<file path="config.mk">
export PLATFORM = sky130hd
export DESIGN_NAME = smc_static_memory_controller
export DESIGN_NICKNAME = d
export VERILOG_FILES = /design/src/rtl/smc_pkg.sv /design/src/rtl/smc_cfg_regs.sv /design/src/rtl/smc_lane.sv /design/src/rtl/smc_static_memory_controller.sv
export SDC_FILE = /design/constraint.sdc
export NUM_CORES = 1
export LEC_CHECK = 0
export BUFFER_PORTS_ARGS = -buffer_cell sky130_fd_sc_hd__clkbuf_2
export CAP_MARGIN = 40
export CELL_PAD_IN_SITES_DETAIL_PLACEMENT = 1
export CELL_PAD_IN_SITES_GLOBAL_PLACEMENT = 2
export CORE_UTILIZATION = 37
export DETAILED_ROUTE_END_ITERATION = 8
export GPL_ROUTABILITY_DRIVEN = 1
export PLACE_DENSITY_LB_ADDON = 0.1
export SLEW_MARGIN = 10
export SYNTH_ARGS = -nofsm -noshare
export SYNTH_HDL_FRONTEND = slang
export SYNTH_SLANG_ARGS = --single-unit
</file>
<file path="constraint.sdc">
create_clock -name ref_clk -period 7.1 [get_ports ref_clk]
set_input_delay 0.71 -clock ref_clk [delete_from_list [all_inputs] [get_ports ref_clk]]
set_output_delay 0.71 -clock ref_clk [all_outputs]
set_load 0.05 [all_outputs]
</file>
<file path="src/rtl/smc_pkg.sv">
package smc_pkg;

	////////////////////////////////////////////////////////////////////////
	// address map
	localparam logic [5:0] SMC_MEM_TAG = 6'h20;
	localparam int SMC_MEM_TAG_LSB = 26;
	localparam int SMC_BANK_LSB = 24;
	localparam logic [27:0] SMC_REG_TAG = 28'hFFE0000;
	localparam int SMC_REG_TAG_LSB = 4;
	localparam logic [31:0] SMC_BANK0_CONFIG_ADDR = 32'hFFE00000;
	localparam logic [31:0] SMC_BANK1_CONFIG_ADDR = 32'hFFE00004;
	localparam logic [31:0] SMC_BANK2_CONFIG_ADDR = 32'hFFE00008;
	localparam logic [31:0] SMC_BANK3_CONFIG_ADDR = 32'hFFE0000C;

	////////////////////////////////////////////////////////////////////////
	// bank configuration word
	typedef struct packed {
		logic [1:0] at;
		logic [1:0] bank_width_select;
		logic burst_rom_select;
		logic write_protect;
		logic protect_violation_flag;
		logic bus_error;
		logic [7:0] rsv_hi;
		logic [4:0] write_wait_length;
		logic read_lane_strobe_enable;
		logic [4:0] read_wait_length;
		logic rsv_lo;
		logic [3:0] idle_cycle_count;
	} smc_bank_cfg_t;

	localparam int SMC_FLAG_BIT = 25;
	localparam logic [31:0] SMC_CFG_WMASK = 32'h3C00FFEF;
	localparam logic [31:0] SMC_CFG_RESET [4] = '{
		32'h0000FBEF, 32'h2000FBEF, 32'h1000FBEF, 32'h0000FBEF};

	localparam logic [1:0] SMC_MW_8 = 2'h0;
	localparam logic [1:0] SMC_MW_16 = 2'h1;
	localparam logic [1:0] SMC_MW_32 = 2'h2;

	// boot strap code -> bank 0 width
	localparam logic [1:0] SMC_BOOT_8 = 2'h0;
	localparam logic [1:0] SMC_BOOT_16 = 2'h1;

	////////////////////////////////////////////////////////////////////////
	// timing offsets added to the programmed fields, minus one for the
	// terminal-count style counters
	localparam logic [5:0] SMC_READ_EXTRA = 6'h02;
	localparam logic [5:0] SMC_IDLE_EXTRA = 6'h01;
	localparam logic [5:0] SMC_GAP_MAX = 6'h3F;

	////////////////////////////////////////////////////////////////////////
	// external pins
	typedef struct packed {
		logic [23:0] addr;
		logic [31:0] dout;
		logic d_oe_n;
		logic [3:0] cs_n;
		logic oe_n;
		logic we_n;
		logic [3:0] byte_lane_select_n;
	} smc_mem_out_t;

	typedef enum logic [2:0] {
		S_IDLE = 3'b000,
		S_TURN = 3'b001,
		S_READ = 3'b010,
		S_WSETUP = 3'b011,
		S_WSTROBE = 3'b100,
		S_WHOLD = 3'b101,
		S_DONE = 3'b110
	} smc_state_t;

	function automatic logic [1:0] smc_last_beat(input logic [1:0] mw);
		case (mw)
			SMC_MW_8: smc_last_beat = 2'h3;
			SMC_MW_16: smc_last_beat = 2'h1;
			default: smc_last_beat = 2'h0;
		endcase
	endfunction : smc_last_beat

	function automatic logic [3:0] smc_width_lanes(input logic [1:0] mw);
		case (mw)
			SMC_MW_8: smc_width_lanes = 4'h1;
			SMC_MW_16: smc_width_lanes = 4'h3;
			default: smc_width_lanes = 4'hF;
		endcase
	endfunction : smc_width_lanes

	function automatic logic [23:0] smc_beat_addr(input logic [23:0] a,
			input logic [1:0] mw, input logic [1:0] beat);
		case (mw)
			SMC_MW_8: smc_beat_addr = {a[23:2], beat};
			SMC_MW_16: smc_beat_addr = {a[23:2], beat[0], 1'b0};
			default: smc_beat_addr = {a[23:2], 2'h0};
		endcase
	endfunction : smc_beat_addr

endpackage : smc_pkg

</file>
<file path="src/rtl/smc_cfg_regs.sv">
`timescale 1ns/1ps
module smc_cfg_regs (
	input wire logic ref_clk,
	input wire logic reset,
	input wire logic wr_en,
	input wire logic [1:0] wr_idx,
	input wire logic [31:0] wr_data,
	input wire logic [3:0] wr_be,
	input wire logic [3:0] flag_set,
	input wire logic [1:0] boot_sel,
	output smc_pkg::smc_bank_cfg_t [3:0] cfg
);
	import smc_pkg::*;

	logic boot_load_q;
	logic [31:0] cfg_q [4];
	logic [31:0] be_mask;

	assign be_mask = {{8{wr_be[3]}}, {8{wr_be[2]}}, {8{wr_be[1]}},
		{8{wr_be[0]}}};

	// strap is caught on the first edge after reset release
	always_ff @(posedge ref_clk) begin
		if (reset)
			boot_load_q <= 1'b1;
		else
			boot_load_q <= 1'b0;
	end

	genvar g;
	generate
		for (g = 0; g < 4; g++) begin : g_bank
			logic sel;
			logic [31:0] wmask;
			assign sel = wr_en && (wr_idx == 2'(g));
			assign wmask = sel ? (be_mask & SMC_CFG_WMASK) : 32'h0;
			always_ff @(posedge ref_clk) begin
				if (reset) begin
					cfg_q[g] <= SMC_CFG_RESET[g]; // [RULE14]
				end else begin
					cfg_q[g] <= (cfg_q[g] & ~wmask) | (wr_data & wmask);
					// hardware set beats a same-cycle software clear
					if (flag_set[g])
						cfg_q[g][SMC_FLAG_BIT] <= 1'b1; // [RULE19]
					else if (sel && wr_be[3] && wr_data[SMC_FLAG_BIT])
						cfg_q[g][SMC_FLAG_BIT] <= 1'b0; // [RULE19]
					if (g == 0 && boot_load_q) begin
						// [RULE15]
						if (boot_sel == SMC_BOOT_8)
							cfg_q[g][29:28] <= SMC_MW_8;
						else if (boot_sel == SMC_BOOT_16)
							cfg_q[g][29:28] <= SMC_MW_16;
						else
							cfg_q[g][29:28] <= SMC_MW_32;
					end
				end
			end
			assign cfg[g] = smc_bank_cfg_t'(cfg_q[g]);
		end
	endgenerate

endmodule : smc_cfg_regs

</file>
<file path="src/rtl/smc_lane.sv">
`timescale 1ns/1ps
module smc_lane (
	input wire logic [1:0] mw,
	input wire logic [1:0] beat,
	input wire logic [3:0] be,
	input wire logic [31:0] wdata,
	input wire logic [31:0] din,
	input wire logic [31:0] asm_in,
	output logic [3:0] lanes,
	output logic [31:0] dout,
	output logic [31:0] asm_out
);
	import smc_pkg::*;

	// narrow banks always use the low lanes of the external bus
	always_comb begin
		lanes = be;
		dout = wdata;
		asm_out = din;
		case (mw)
			SMC_MW_8: begin
				lanes = {3'h0, be[beat]}; // [RULE10]
				dout = {24'h0, wdata[{beat, 3'h0} +: 8]}; // [RULE20]
				asm_out = asm_in;
				asm_out[{beat, 3'h0} +: 8] = din[7:0]; // [RULE20]
			end
			SMC_MW_16: begin
				lanes = {2'h0, be[{beat[0], 1'b0} +: 2]}; // [RULE10]
				dout = {16'h0, wdata[{beat[0], 4'h0} +: 16]}; // [RULE20]
				asm_out = asm_in;
				asm_out[{beat[0], 4'h0} +: 16] = din[15:0]; // [RULE20]
			end
			default: begin
			end
		endcase
	end

endmodule : smc_lane

</file>
<file path="src/rtl/smc_static_memory_controller.sv">
`timescale 1ns/1ps
// Behaviour
// [RULE1] bus slave turning transfers into accesses on four external banks
// [RULE2] address bits 25:24 pick the bank; only its chip select goes low
// [RULE3] bank 0 at 0x80000000, banks 1-3 in following 16 MB windows
// [RULE4] 24-bit external address, shared 32-bit two-way data bus
// [RULE5] output enable, write enable, lane and chip selects are active low
// [RULE6] 1 to 16 idle clocks on direction change or bank change
// [RULE7] ordinary reads last 3 to 34 clocks per bank
// [RULE8] writes last 3 to 19 clocks per bank; the code gives 3 to 34 (bits 15:11 value plus three)
// [RULE9] a protected bank gets no write cycles
// [RULE10] bank width 8, 16 or 32; only those lanes driven and sampled
// [RULE11] burst ROM banks: own timing for first and later reads
// [RULE12] page-mode reads keep strobes low while low address steps
// [RULE13] per-bank choice whether lane selects go low on reads
// [RULE14] four config registers from 0xFFE00000 with given reset values
// [RULE15] bank 0 width taken from the boot pins at reset
// [RULE16] idle field bits 3:0 gives value plus one clocks
// [RULE17] read field bits 9:5 gives value plus three clocks
// [RULE18] write: setup, value plus one strobe clocks, one hold clock
// [RULE19] write to protected bank sets flag 25; written one clears it
// [RULE20] narrow banks split a word into several beats, lanes reassembled
// [RULE21] bus held in wait until the external timing has finished
module smc_static_memory_controller (
	input wire logic ref_clk,
	input wire logic reset,
	input wire logic [31:0] avs_address,
	input wire logic avs_read,
	input wire logic avs_write,
	input wire logic [31:0] avs_writedata,
	input wire logic [3:0] avs_byteenable,
	output logic [31:0] avs_readdata,
	output logic avs_waitrequest,
	input wire logic [1:0] boot_sel,
	input wire logic [31:0] mem_read_data,
	output smc_pkg::smc_mem_out_t mem_pins
);
	import smc_pkg::*;

	////////////////////////////////////////////////////////////////////////
	// transfer state

	smc_state_t state_q;
	logic mem_hit_q;
	logic reg_hit_q;
	logic is_wr_q;
	logic [1:0] bank_q;
	logic [23:0] addr_q;
	logic [3:0] be_q;
	logic [31:0] wdata_q;
	logic [1:0] beat_q;
	logic [5:0] cnt_q;
	logic [31:0] asm_q;
	logic prev_valid_q;
	logic [1:0] prev_bank_q;
	logic prev_wr_q;
	logic [5:0] gap_q;
	logic [3:0] flag_set_q;
	logic [31:0] readdata_q;
	logic waitrequest_q;
	smc_mem_out_t pins_q;

	smc_bank_cfg_t [3:0] cfg;
	smc_bank_cfg_t cur;
	logic [3:0] lanes;
	logic [31:0] lane_dout;
	logic [31:0] asm_next;
	logic [1:0] last_beat;
	logic is_last;
	logic req;
	logic req_mem;
	logic req_reg;
	logic wr_blocked;
	logic turn_needed;
	logic turn_done;
	logic in_access;
	logic reg_wr_en;
	logic [3:0] cs_sel_n;
	logic [3:0] read_bls_n;
	logic [5:0] first_read_len;
	logic [5:0] next_read_len;

	assign cur = cfg[bank_q];
	assign last_beat = smc_last_beat(cur.bank_width_select);
	assign is_last = (beat_q == last_beat);
	assign req = avs_read || avs_write;
	assign req_mem = avs_address[31:SMC_MEM_TAG_LSB] == SMC_MEM_TAG; // [RULE3]
	assign req_reg = (avs_address[31:SMC_REG_TAG_LSB] == SMC_REG_TAG) &&
		(avs_address[1:0] == 2'h0);
	// a write into a protected bank never reaches the pins
	assign wr_blocked = req_mem && avs_write &&
		cfg[avs_address[SMC_BANK_LSB +: 2]].write_protect; // [RULE9]
	assign in_access = (state_q == S_READ) || (state_q == S_WSETUP) ||
		(state_q == S_WSTROBE) || (state_q == S_WHOLD);
	assign reg_wr_en = (state_q == S_DONE) && reg_hit_q && is_wr_q;
	assign cs_sel_n = ~(4'h1 << bank_q); // [RULE2] [RULE5]
	assign read_bls_n = cur.read_lane_strobe_enable ?
		~smc_width_lanes(cur.bank_width_select) : 4'hF; // [RULE13]

	// counters load length minus one
	assign first_read_len = {1'b0, cur.read_wait_length} +
		SMC_READ_EXTRA; // [RULE7] [RULE17]
	assign next_read_len = cur.burst_rom_select ?
		{1'b0, cur.write_wait_length} : first_read_len; // [RULE11]

	// turnaround only on a bank change or a direction change
	// the answer cycle is counted too, so the gap errs on the long side
	assign turn_needed = prev_valid_q &&
		((prev_bank_q != bank_q) || (prev_wr_q != is_wr_q)); // [RULE6]
	assign turn_done = !turn_needed ||
		(gap_q >= ({2'h0, cur.idle_cycle_count} +
		SMC_IDLE_EXTRA)); // [RULE16]

	////////////////////////////////////////////////////////////////////////
	// helpers

	smc_cfg_regs u_regs (
		.ref_clk(ref_clk),
		.reset(reset),
		.wr_en(reg_wr_en),
		.wr_idx(addr_q[3:2]),
		.wr_data(wdata_q),
		.wr_be(be_q),
		.flag_set(flag_set_q),
		.boot_sel(boot_sel),
		.cfg(cfg)
	);

	// lane steering and read assembly for narrow banks
	smc_lane u_lane (
		.mw(cur.bank_width_select),
		.beat(beat_q),
		.be(be_q),
		.wdata(wdata_q),
		.din(mem_read_data),
		.asm_in(asm_q),
		.lanes(lanes),
		.dout(lane_dout),
		.asm_out(asm_next)
	);

	////////////////////////////////////////////////////////////////////////
	// idle clocks seen on the external bus since the last access
	// saturates, so a long idle spell never wraps below the limit

	always_ff @(posedge ref_clk) begin
		if (reset)
			gap_q <= SMC_GAP_MAX;
		else if (in_access)
			gap_q <= 6'h00;
		else if (gap_q != SMC_GAP_MAX)
			gap_q <= gap_q + 6'h01;
	end

	////////////////////////////////////////////////////////////////////////
	// request capture
	// captured once, at the take edge, for the whole transfer

	always_ff @(posedge ref_clk) begin
		if (reset) begin
			mem_hit_q <= 1'b0;
			reg_hit_q <= 1'b0;
			is_wr_q <= 1'b0;
			bank_q <= 2'h0;
			addr_q <= 24'h0;
			be_q <= 4'h0;
			wdata_q <= 32'h0;
		end else if (state_q == S_IDLE && req) begin
			mem_hit_q <= req_mem;
			reg_hit_q <= req_reg;
			is_wr_q <= avs_write;
			bank_q <= avs_address[SMC_BANK_LSB +: 2]; // [RULE2]
			addr_q <= avs_address[23:0]; // [RULE4]
			be_q <= avs_byteenable;
			wdata_q <= avs_writedata;
		end
	end

	////////////////////////////////////////////////////////////////////////
	// protect violation pulse; the config block lets it beat a same-cycle
	// clear, so a violation is never lost

	always_ff @(posedge ref_clk) begin
		if (reset)
			flag_set_q <= 4'h0;
		else if (state_q == S_IDLE && req && wr_blocked)
			flag_set_q <= 4'h1 <<
				avs_address[SMC_BANK_LSB +: 2]; // [RULE19]
		else
			flag_set_q <= 4'h0;
	end

	////////////////////////////////////////////////////////////////////////
	// last access, for turnaround decisions
	// skipped write beats never touch the bus, so they leave it as is

	always_ff @(posedge ref_clk) begin
		if (reset) begin
			prev_valid_q <= 1'b0;
			prev_bank_q <= 2'h0;
			prev_wr_q <= 1'b0;
		end else if (state_q == S_TURN && turn_done &&
				!(is_wr_q && lanes == 4'h0)) begin
			prev_valid_q <= 1'b1;
			prev_bank_q <= bank_q;
			prev_wr_q <= is_wr_q;
		end
	end

	////////////////////////////////////////////////////////////////////////
	// sequencer

	always_ff @(posedge ref_clk) begin
		if (reset) begin
			state_q <= S_IDLE;
			beat_q <= 2'h0;
			cnt_q <= 6'h00;
			asm_q <= 32'h0;
			readdata_q <= 32'h0;
			waitrequest_q <= 1'b1;
			pins_q.addr <= 24'h0;
			pins_q.dout <= 32'h0;
			pins_q.d_oe_n <= 1'b1;
			pins_q.cs_n <= 4'hF;
			pins_q.oe_n <= 1'b1;
			pins_q.we_n <= 1'b1;
			pins_q.byte_lane_select_n <= 4'hF;
		end else begin
			unique case (state_q)
				S_IDLE: begin
					beat_q <= 2'h0;
					asm_q <= 32'h0;
					if (req && req_mem) begin
						if (wr_blocked) begin
							// no external cycle at all
							waitrequest_q <= 1'b0; // [RULE9]
							state_q <= S_DONE;
						end else begin
							state_q <= S_TURN;
						end
					end else if (req) begin
						// registers answer at once, unmapped reads as zero
						readdata_q <= req_reg ?
							cfg[avs_address[3:2]] : 32'h0;
						waitrequest_q <= 1'b0;
						state_q <= S_DONE;
					end
				end
				S_TURN: begin
					if (turn_done) begin
						pins_q.addr <= smc_beat_addr(addr_q,
							cur.bank_width_select, beat_q); // [RULE20]
						if (!is_wr_q) begin
							pins_q.cs_n <= cs_sel_n;
							pins_q.oe_n <= 1'b0;
							pins_q.byte_lane_select_n <= read_bls_n;
							cnt_q <= first_read_len;
							state_q <= S_READ;
						end else if (lanes == 4'h0) begin
							// beats with no enabled byte are skipped
							if (is_last) begin
								waitrequest_q <= 1'b0;
								state_q <= S_DONE;
							end else begin
								beat_q <= beat_q + 2'h1;
							end
						end else begin
							pins_q.dout <= lane_dout;
							pins_q.d_oe_n <= 1'b0;
							state_q <= S_WSETUP; // [RULE18]
						end
					end
				end
				S_READ: begin
					if (cnt_q != 6'h00) begin
						cnt_q <= cnt_q - 6'h01;
					end else if (is_last) begin
						pins_q.cs_n <= 4'hF;
						pins_q.oe_n <= 1'b1;
						pins_q.byte_lane_select_n <= 4'hF;
						// pins sampled at the edge ending the last strobe clock
						readdata_q <= asm_next; // [RULE10]
						waitrequest_q <= 1'b0; // [RULE21]
						state_q <= S_DONE;
					end else begin
						// strobes stay low, only the low address moves
						asm_q <= asm_next;
						beat_q <= beat_q + 2'h1;
						pins_q.addr <= smc_beat_addr(addr_q,
							cur.bank_width_select,
							beat_q + 2'h1); // [RULE12] [RULE20]
						cnt_q <= next_read_len; // [RULE11]
					end
				end
				S_WSETUP: begin
					// address and data have stood a full clock before strobes
					pins_q.cs_n <= cs_sel_n;
					pins_q.we_n <= 1'b0;
					pins_q.byte_lane_select_n <= ~lanes; // [RULE10]
					cnt_q <= {1'b0, cur.write_wait_length}; // [RULE8] [RULE18]
					state_q <= S_WSTROBE;
				end
				S_WSTROBE: begin
					if (cnt_q != 6'h00) begin
						cnt_q <= cnt_q - 6'h01;
					end else begin
						pins_q.we_n <= 1'b1;
						pins_q.byte_lane_select_n <= 4'hF;
						state_q <= S_WHOLD; // [RULE18]
					end
				end
				S_WHOLD: begin
					// data is released together with chip select, never before
					pins_q.cs_n <= 4'hF;
					pins_q.d_oe_n <= 1'b1;
					if (is_last) begin
						waitrequest_q <= 1'b0; // [RULE21]
						state_q <= S_DONE;
					end else begin
						beat_q <= beat_q + 2'h1;
						state_q <= S_TURN;
					end
				end
				S_DONE: begin
					// the master samples the answer at this edge
					waitrequest_q <= 1'b1;
					state_q <= S_IDLE;
				end
				default: begin
					state_q <= S_IDLE;
				end
			endcase
		end
	end

	////////////////////////////////////////////////////////////////////////
	// outputs

	assign avs_readdata = readdata_q;
	assign avs_waitrequest = waitrequest_q; // [RULE1]
	assign mem_pins = pins_q;

endmodule : smc_static_memory_controller

</file>
## Word-level counts from Yosys, hierarchy flattened

Memory sizes are Yosys's and may differ from the RTL's.
Index checks and enable logic that the tools add are counted.

- Memories kept: 1
- Bits in writable memories: 128
- Register bits after elaboration: 222

Memory list:

| name | words | width | rd ports | clocked after Yosys merged registers in | write ports | RTL line | text |
|---|---|---|---|---|---|---|---|
| u_regs.cfg_q | 4 | 32 | 4 | 0 | 4 | smc_cfg_regs.sv:16 | `logic [31:0] cfg_q [4];` |

- Shift operators: 9
- Reductions and logical operators: 62
- Equality and inequality tests: 32
- Order comparisons: 5
- Multiplexer cells: 145
- Bitwise logic cells: 36
- Add/sub/neg operators: 7

Operator list:

| operator | number |
|---|---|
| 2-to-1 mux 32 bit | 12 |
| AND 32 bit | 8 |
| case mux 32 bit (2 select lines) | 4 |
| binary-select mux 32 bit (select 2 bit) | 3 |
| 2-to-1 mux 30 bit | 5 |
| NOT 32 bit | 4 |
| OR 32 bit | 4 |
| 2-to-1 mux 33 bit | 2 |
| bitwise mux 32 bit | 2 |
| 2-to-1 mux 1 bit | 62 |
| 2-to-1 mux 62 bit | 1 |
| 2-to-1 mux 24 bit | 2 |
| 2-to-1 mux 6 bit | 8 |
| case mux 24 bit (2 select lines) | 1 |
| case mux 4 bit (4 select lines) | 2 |
| variable shift 16 x 7 -> 32 bit (first input constant) | 1 |
| variable shift 8 x 7 -> 32 bit (first input constant) | 1 |
| variable part select 16 x 7 -> 32 bit | 1 |
| variable part select 32 x 6 -> 16 bit | 1 |
| variable part select 32 x 6 -> 8 bit | 1 |
| variable part select 8 x 7 -> 32 bit | 1 |
| 2-to-1 mux 3 bit | 10 |
| equality test 28 bit (second input constant) | 1 |
| 2-to-1 mux 27 bit | 1 |
| other kinds (55) | 158 |

## Longest topological paths before layout

- Depth in word-level cells: 12
- Depth in mapped cells: 16

## Hierarchy

From an unflattened synthesis, not the netlist that was laid out.

- Cell total of the unflattened synthesis: 1782
- Area, all modules: 16201.8 um2

By module, submodules not included:

| module | cells each | instances | area each (um2) | sequential area each (um2) |
|---|---|---|---|---|
| smc_static_memory_controller | 1200 | 1 | 10892.9 | 4384.2 |
| smc_cfg_regs | 355 | 1 | 3505.9 | 1971.9 |
| smc_lane | 227 | 1 | 1803.0 | 0.0 |

## Worst setup path after synthesis

OpenSTA, ideal clock, no wires.

- Kind: reg-to-reg
- Start point: reg bank_q[1]
- End point: reg beat_q[0]
- Setup time: 121 ps
- Period minus slack after synthesis: 3752 ps
- Data arrival time: 3631 ps
- Slack: 3348 ps
- Cell stages (with the launch flop): 14
- Cells stage by stage: dfxtp_1 > buf_2 > buf_4 > buf_2 > mux4_2 > ha_1 > inv_1 > ha_1 > a2111o_1 > a31oi_1 > buf_2 > o21ai_0 > o21ai_1 > mux2_2

- Longest elaborated chain between the ends: 10
- Elaborated cells between the ends (all ways): 24

Ends and longest elaborated chain:

| what | RTL line | text |
|---|---|---|
| start: declaration | smc_static_memory_controller.sv:47 | `logic [1:0] bank_q;` |
| start signal: assignment | smc_static_memory_controller.sv:172 | `bank_q <= avs_address[SMC_BANK_LSB +: 2];` |
| parallel branches: the longest is 10 deep, another holds >= comparator 6 x 5 -> 1 bit | - |  |
| end signal: assignment | smc_static_memory_controller.sv:265 | `beat_q <= beat_q + 2'h1;` |
| end signal: assignment | smc_static_memory_controller.sv:288 | `beat_q <= beat_q + 2'h1;` |
| end signal: assignment | smc_static_memory_controller.sv:320 | `beat_q <= beat_q + 2'h1;` |
| end: declaration | smc_static_memory_controller.sv:51 | `logic [1:0] beat_q;` |

Parallel ways; which one is timed is not known. The select of a mux whose other input is x is not followed.
A chain may end at the register's enable or synchronous reset.

## Final worst setup path

- Start point: reg bank_q[0]
- End point: reg readdata_q[19], in the netlist avs_readdata[19]

- Longest elaborated chain between the ends: 7
- Elaborated cells between the ends (all ways): 12

Ends and longest elaborated chain:

| what | RTL line | text |
|---|---|---|
| binary-select mux 32 bit (select 2 bit) (*) | smc_static_memory_controller.sv:83 | `assign cur = cfg[bank_q];` |
| 2-to-1 mux 30 bit (not written as such) (*) | smc_static_memory_controller.sv:83 |  |
| equality test 2 x 1 -> 1 bit or logical NOT 2 bit (tied branches) | smc_pkg.sv:75, smc_lane.sv:20 |  |
| case mux 2 bit (2 select lines) or case mux 32 bit (2 select lines) (tied branches) | smc_pkg.sv:75, smc_lane.sv:20 |  |
| equality test 2 bit or 2-to-1 mux 32 bit (tied branches) | smc_static_memory_controller.sv:85, smc_static_memory_controller.sv:277 |  |
| != test 2 bit (no source line) or 2-to-1 mux 32 bit (tied branches) | - |  |
| AND reduction 5 bit (no source line) or case mux 32 bit (2 select lines) (tied branches) | - |  |
| end signal: assignment | smc_static_memory_controller.sv:243 | `readdata_q <= req_reg ?` |
| end signal: assignment | smc_static_memory_controller.sv:282 | `readdata_q <= asm_next;` |
| end: declaration | smc_static_memory_controller.sv:59 | `logic [31:0] readdata_q;` |

Mark *: on every way between the ends. The rest lies on a longest branch, timed or not. The select of a mux whose other input is x is not followed.

==> results by group <==
Floorplanning
  – I/O pin count: 206
  – Die width: 200 um
  – Die Span Y: about 200 um
  – Cell Rows: 72
  – Full die area: 39900 um2
  – Placeable Area: 38600 um2
  – Initial Util: 37.5%

Final layout
  – Commonest non-fill, non-tap cell in the layout: nand2_1
  – Area grow syn2layout: 19.3%
  – # diodes: 0
  – Post-Route Utilization: 44.7%
  – Layout Cells excl Fill: 2406
  – Layout Nets: about 2000
  – Highest-count cells in the layout ignoring fill and taps: nand2_1 (322), dfxtp_1 (294), clkbuf_2 (204)
  – Layout cells sized above 1: 19.8%

Timing
  – Worst-margin pin slew: 0.958 ns
  – RSZ-0062 raised after global routing: no
  – Clock period minus worst slack: 4.32 ns
  – Fmax achieved: 231 MHz
  – Final setup vio count: 0
  – Setup TNS Final: 0 ns
  – Final period utilization: between 60 and 70%
  – Max-Slew Margin vs Limit: 36.2%
  – Final WS setup: 2.78 ns
  – Final Hold Viols: 0
  – Setup Skew: approximately 0.024 ns
  – Fin. max-slew vios: 0

Synth
  – Synth cell types: between 70 and 80
  – Main flop type after synthesis: dfxtp_1
  – Mapped Cells: roughly 1700
  – Share of the synthesized area in the top cell type: 40.8%
  – EDFF count, synth: 15
  – Yosys top cell by area: dfxtp_1
  – Seq/Total Area, Yosys: between 40% and 50%
  – #FFs+latches synth: between 300 and 400
  – Mean post-synth cell area: 8.50 um2
  – Synth Warn #: 0
  – Top cells by area, synth: dfxtp_1 (41%), nand2_1 (8.4%), mux4_2 (7.3%), a21oi_1 (6.0%), nand3_1 (5.6%)
  – Fraction of registers with async set/reset: 0%
  – Mapped Area: approximately 14000 um2

Setup path
  – Critical-path top delay cell: mux4_2
  – CP required: 7.55 ns
  – R2r setup slk: 2.78 ns
  – Crit path largest cell delay: about 0.81 ns
  – Critical Path Source Type: flip-flop
  – Crit path from: bank_q[0]$_SDFFE_PP0P_
  – CP Max Fanout: 42
  – WP data arrival: 4.77 ns
  – R2R Path Start: bank_q[0]$_SDFFE_PP0P_
  – Crit Path Category: flip-flop to flip-flop
  – Worst setup EP type: flip-flop
  – CP cell instances: mux4_2 -> nor2_1 -> ha_1 -> nor2b_1 -> a22oi_2 -> nor3_1 -> a21oi_2 -> buf_4 -> a21oi_1 -> a211oi_1

CTS
  – Clock Path Buffers: 3
  – Post-CTS Setup Bufs: 0
  – Clock Latency Late Sink: 0.57 ns
  – Post-CTS Hold Fix Bufs: 0
  – Clock root buffer: clkbuf_16
  – H-tree levels: 2
  – CTS Buf Count: 38
  – CTS sink count: between 300 and 400
  – CTS tree: yes
  – Worst-path clk slew: 0.06 ns
  – PostCTS Resize Cnt: 0

Pwr
  – Pwr dens: 402 nW/um2
  – Flop pwr share: 33.5%
  – Switch Pwr: 0.00298 W
  – Clk pwr share: 27.8%
  – Switching share of power: 42.9%
  – Max IR drop VDD: 0.181 mV
  – Pleak: 6.78 nW
  – Comb pwr share: 38.7%
  – Int Power: approximately 0.004 W

Placement
  – Cells after DPL: 2340
  – Setup WS pre-CTS: 2.88 ns
  – Placer congestion estimate: a little under 0.9
  – Detailed Place HPWL: 37600 um
  – PortBufs: 205

Flow run
  – MaxCap Viol Count: 0

Worst hold path
  – Beginning of the worst hold path: avs_writedata[8]
  – Worst hold path class: primary input to flip-flop

GRT
  – GRT Total Usage: 26.9%
  – Largest net degree at the start of global routing: 72
  – Antenna violations before repair: 1
  – Number of global-route vias before repair: 13641
  – Gr ovfl total: 0
  – First-pass GRT wire length: 81800 um

Routing
  – Post-route ant nets: 0
  – Drt first pass iters: 7
  – Drt via density: around 5.7
  – Drt total wl: 53500 um
  – Initial DRC count: around 790
  – DR WL/cell: 22.2 um
  – Post-detailed-route DRC marker count: 0
  – Vias: around 14000

Outcome
  – Outcome: completed
[worst paths after layout]
kind | to | cells past startpoint
worst max-delay path | avs_readdata[19]$_SDFFE_PP0P_ | 10
worst min-delay path | wdata_q[8]$_SDFFE_PP0P_ | 3
worst max register to register | avs_readdata[19]$_SDFFE_PP0P_ | 10
worst min register to register | u_regs.cfg_q[1][25]$_SDFF_PP0_ | 2
[power groups by stage]
| stage | sequential (W) | clock [W] | combinational [W] |
|---|---|---|---|
| 2_1_floorplan | 0.00260 | 0 | 0.00155 |
| 3_3_place_gp | 0.00235 | 0 | 0.00260 |
| 3_5_place_dp | 0.00236 | 0 | 0.00268 |
| 4_1_cts | 0.00233 | 0.00198 | 0.00269 |
| 5_1_grt | 0.00236 | 0.00204 | 0.00292 |
| 6_report | 0.00233 | 0.00193 | 0.00269 |
[synthesized netlist by cell type (4+ instances only)]
cell	instances
buf_4	5
xnor2_1	5
a31oi_1	11
a21oi_1	174
buf_1	13
and2_1	7
nor2_1	117
and3_1	5
nor3b_1	5
a221oi_1	13
nand2_1	322
nor3_1	51
o22ai_1	12
xor2_1	8
mux4_2	47
o211ai_1	15
nor2b_1	11
inv_1	18
a222oi_1	7
ha_1	15
a22o_1	21
nand4_1	6
o21ai_1	8
nand3_1	161
mux2_2	4
or2_2	4
buf_2	22
edfxtp_1	15
a211oi_1	37
nor4_1	5
o21ai_0	54
nand2b_1	8
dfxtp_1	295
a221o_1	6
a22oi_1	15
clkbuf_1	90
mux2i_1	23
[through the flow]
stage          hold slack [ns]  total power [W]  cell area [um2]
3_3_place_gp             0.421          0.00496            15900
6_report                 0.364          0.00694            17200
5_1_grt                  0.375          0.00732            17200
3_5_place_dp             0.432          0.00504            16000
4_1_cts                  0.339          0.00699            17200
2_1_floorplan            0.413          0.00415            14500
[final cells by class]
type | instances | area, um2
well taps | 518 | 648
clock buffers | 56 | 1130
inverters | 21 | 78.8
flip-flops and latches | 310 | 6360
repair buffers | 242 | 1370
clock inverters | 10 | 101
fillers | 4639 | 21300
multi-input cells | 1249 | 7560
[routing by layer]
metal	global-route usage [%]	vias to the layer above	share of wire (%)
met5	0	-	0.024
li1	-	6436	-
met1	36.3	6711	46
met3	4.20	70	5.5
met2	44.3	389	47
met4	7.75	2	2.1
[logic make-up after synthesis]
group	Yosys count	synth area share, %
buffers and inverters	152	4.32
adders and majority gates	15	1.30
DFF	310	44.0
other	2	0.0519
muxes	75	9.30
and+or+nand+nor	722	22.1
AOI/OAI and AO/OA	413	18.2
xor gates and xnor gates	13	0.787
[worst max-delay path, delay by kind of cell (launching register included)]
family	cells	cell delay (ns)
flip-flops	1	0.49
multiplexers	1	0.81
buffers and inverters	1	0.38
AND/OR/NAND/NOR	3	0.54
adder cells (fa/ha/maj)	1	0.36
AO/OA/AOI/OAI	4	1.61
Note: power is estimated with default switching activity, not from simulation.
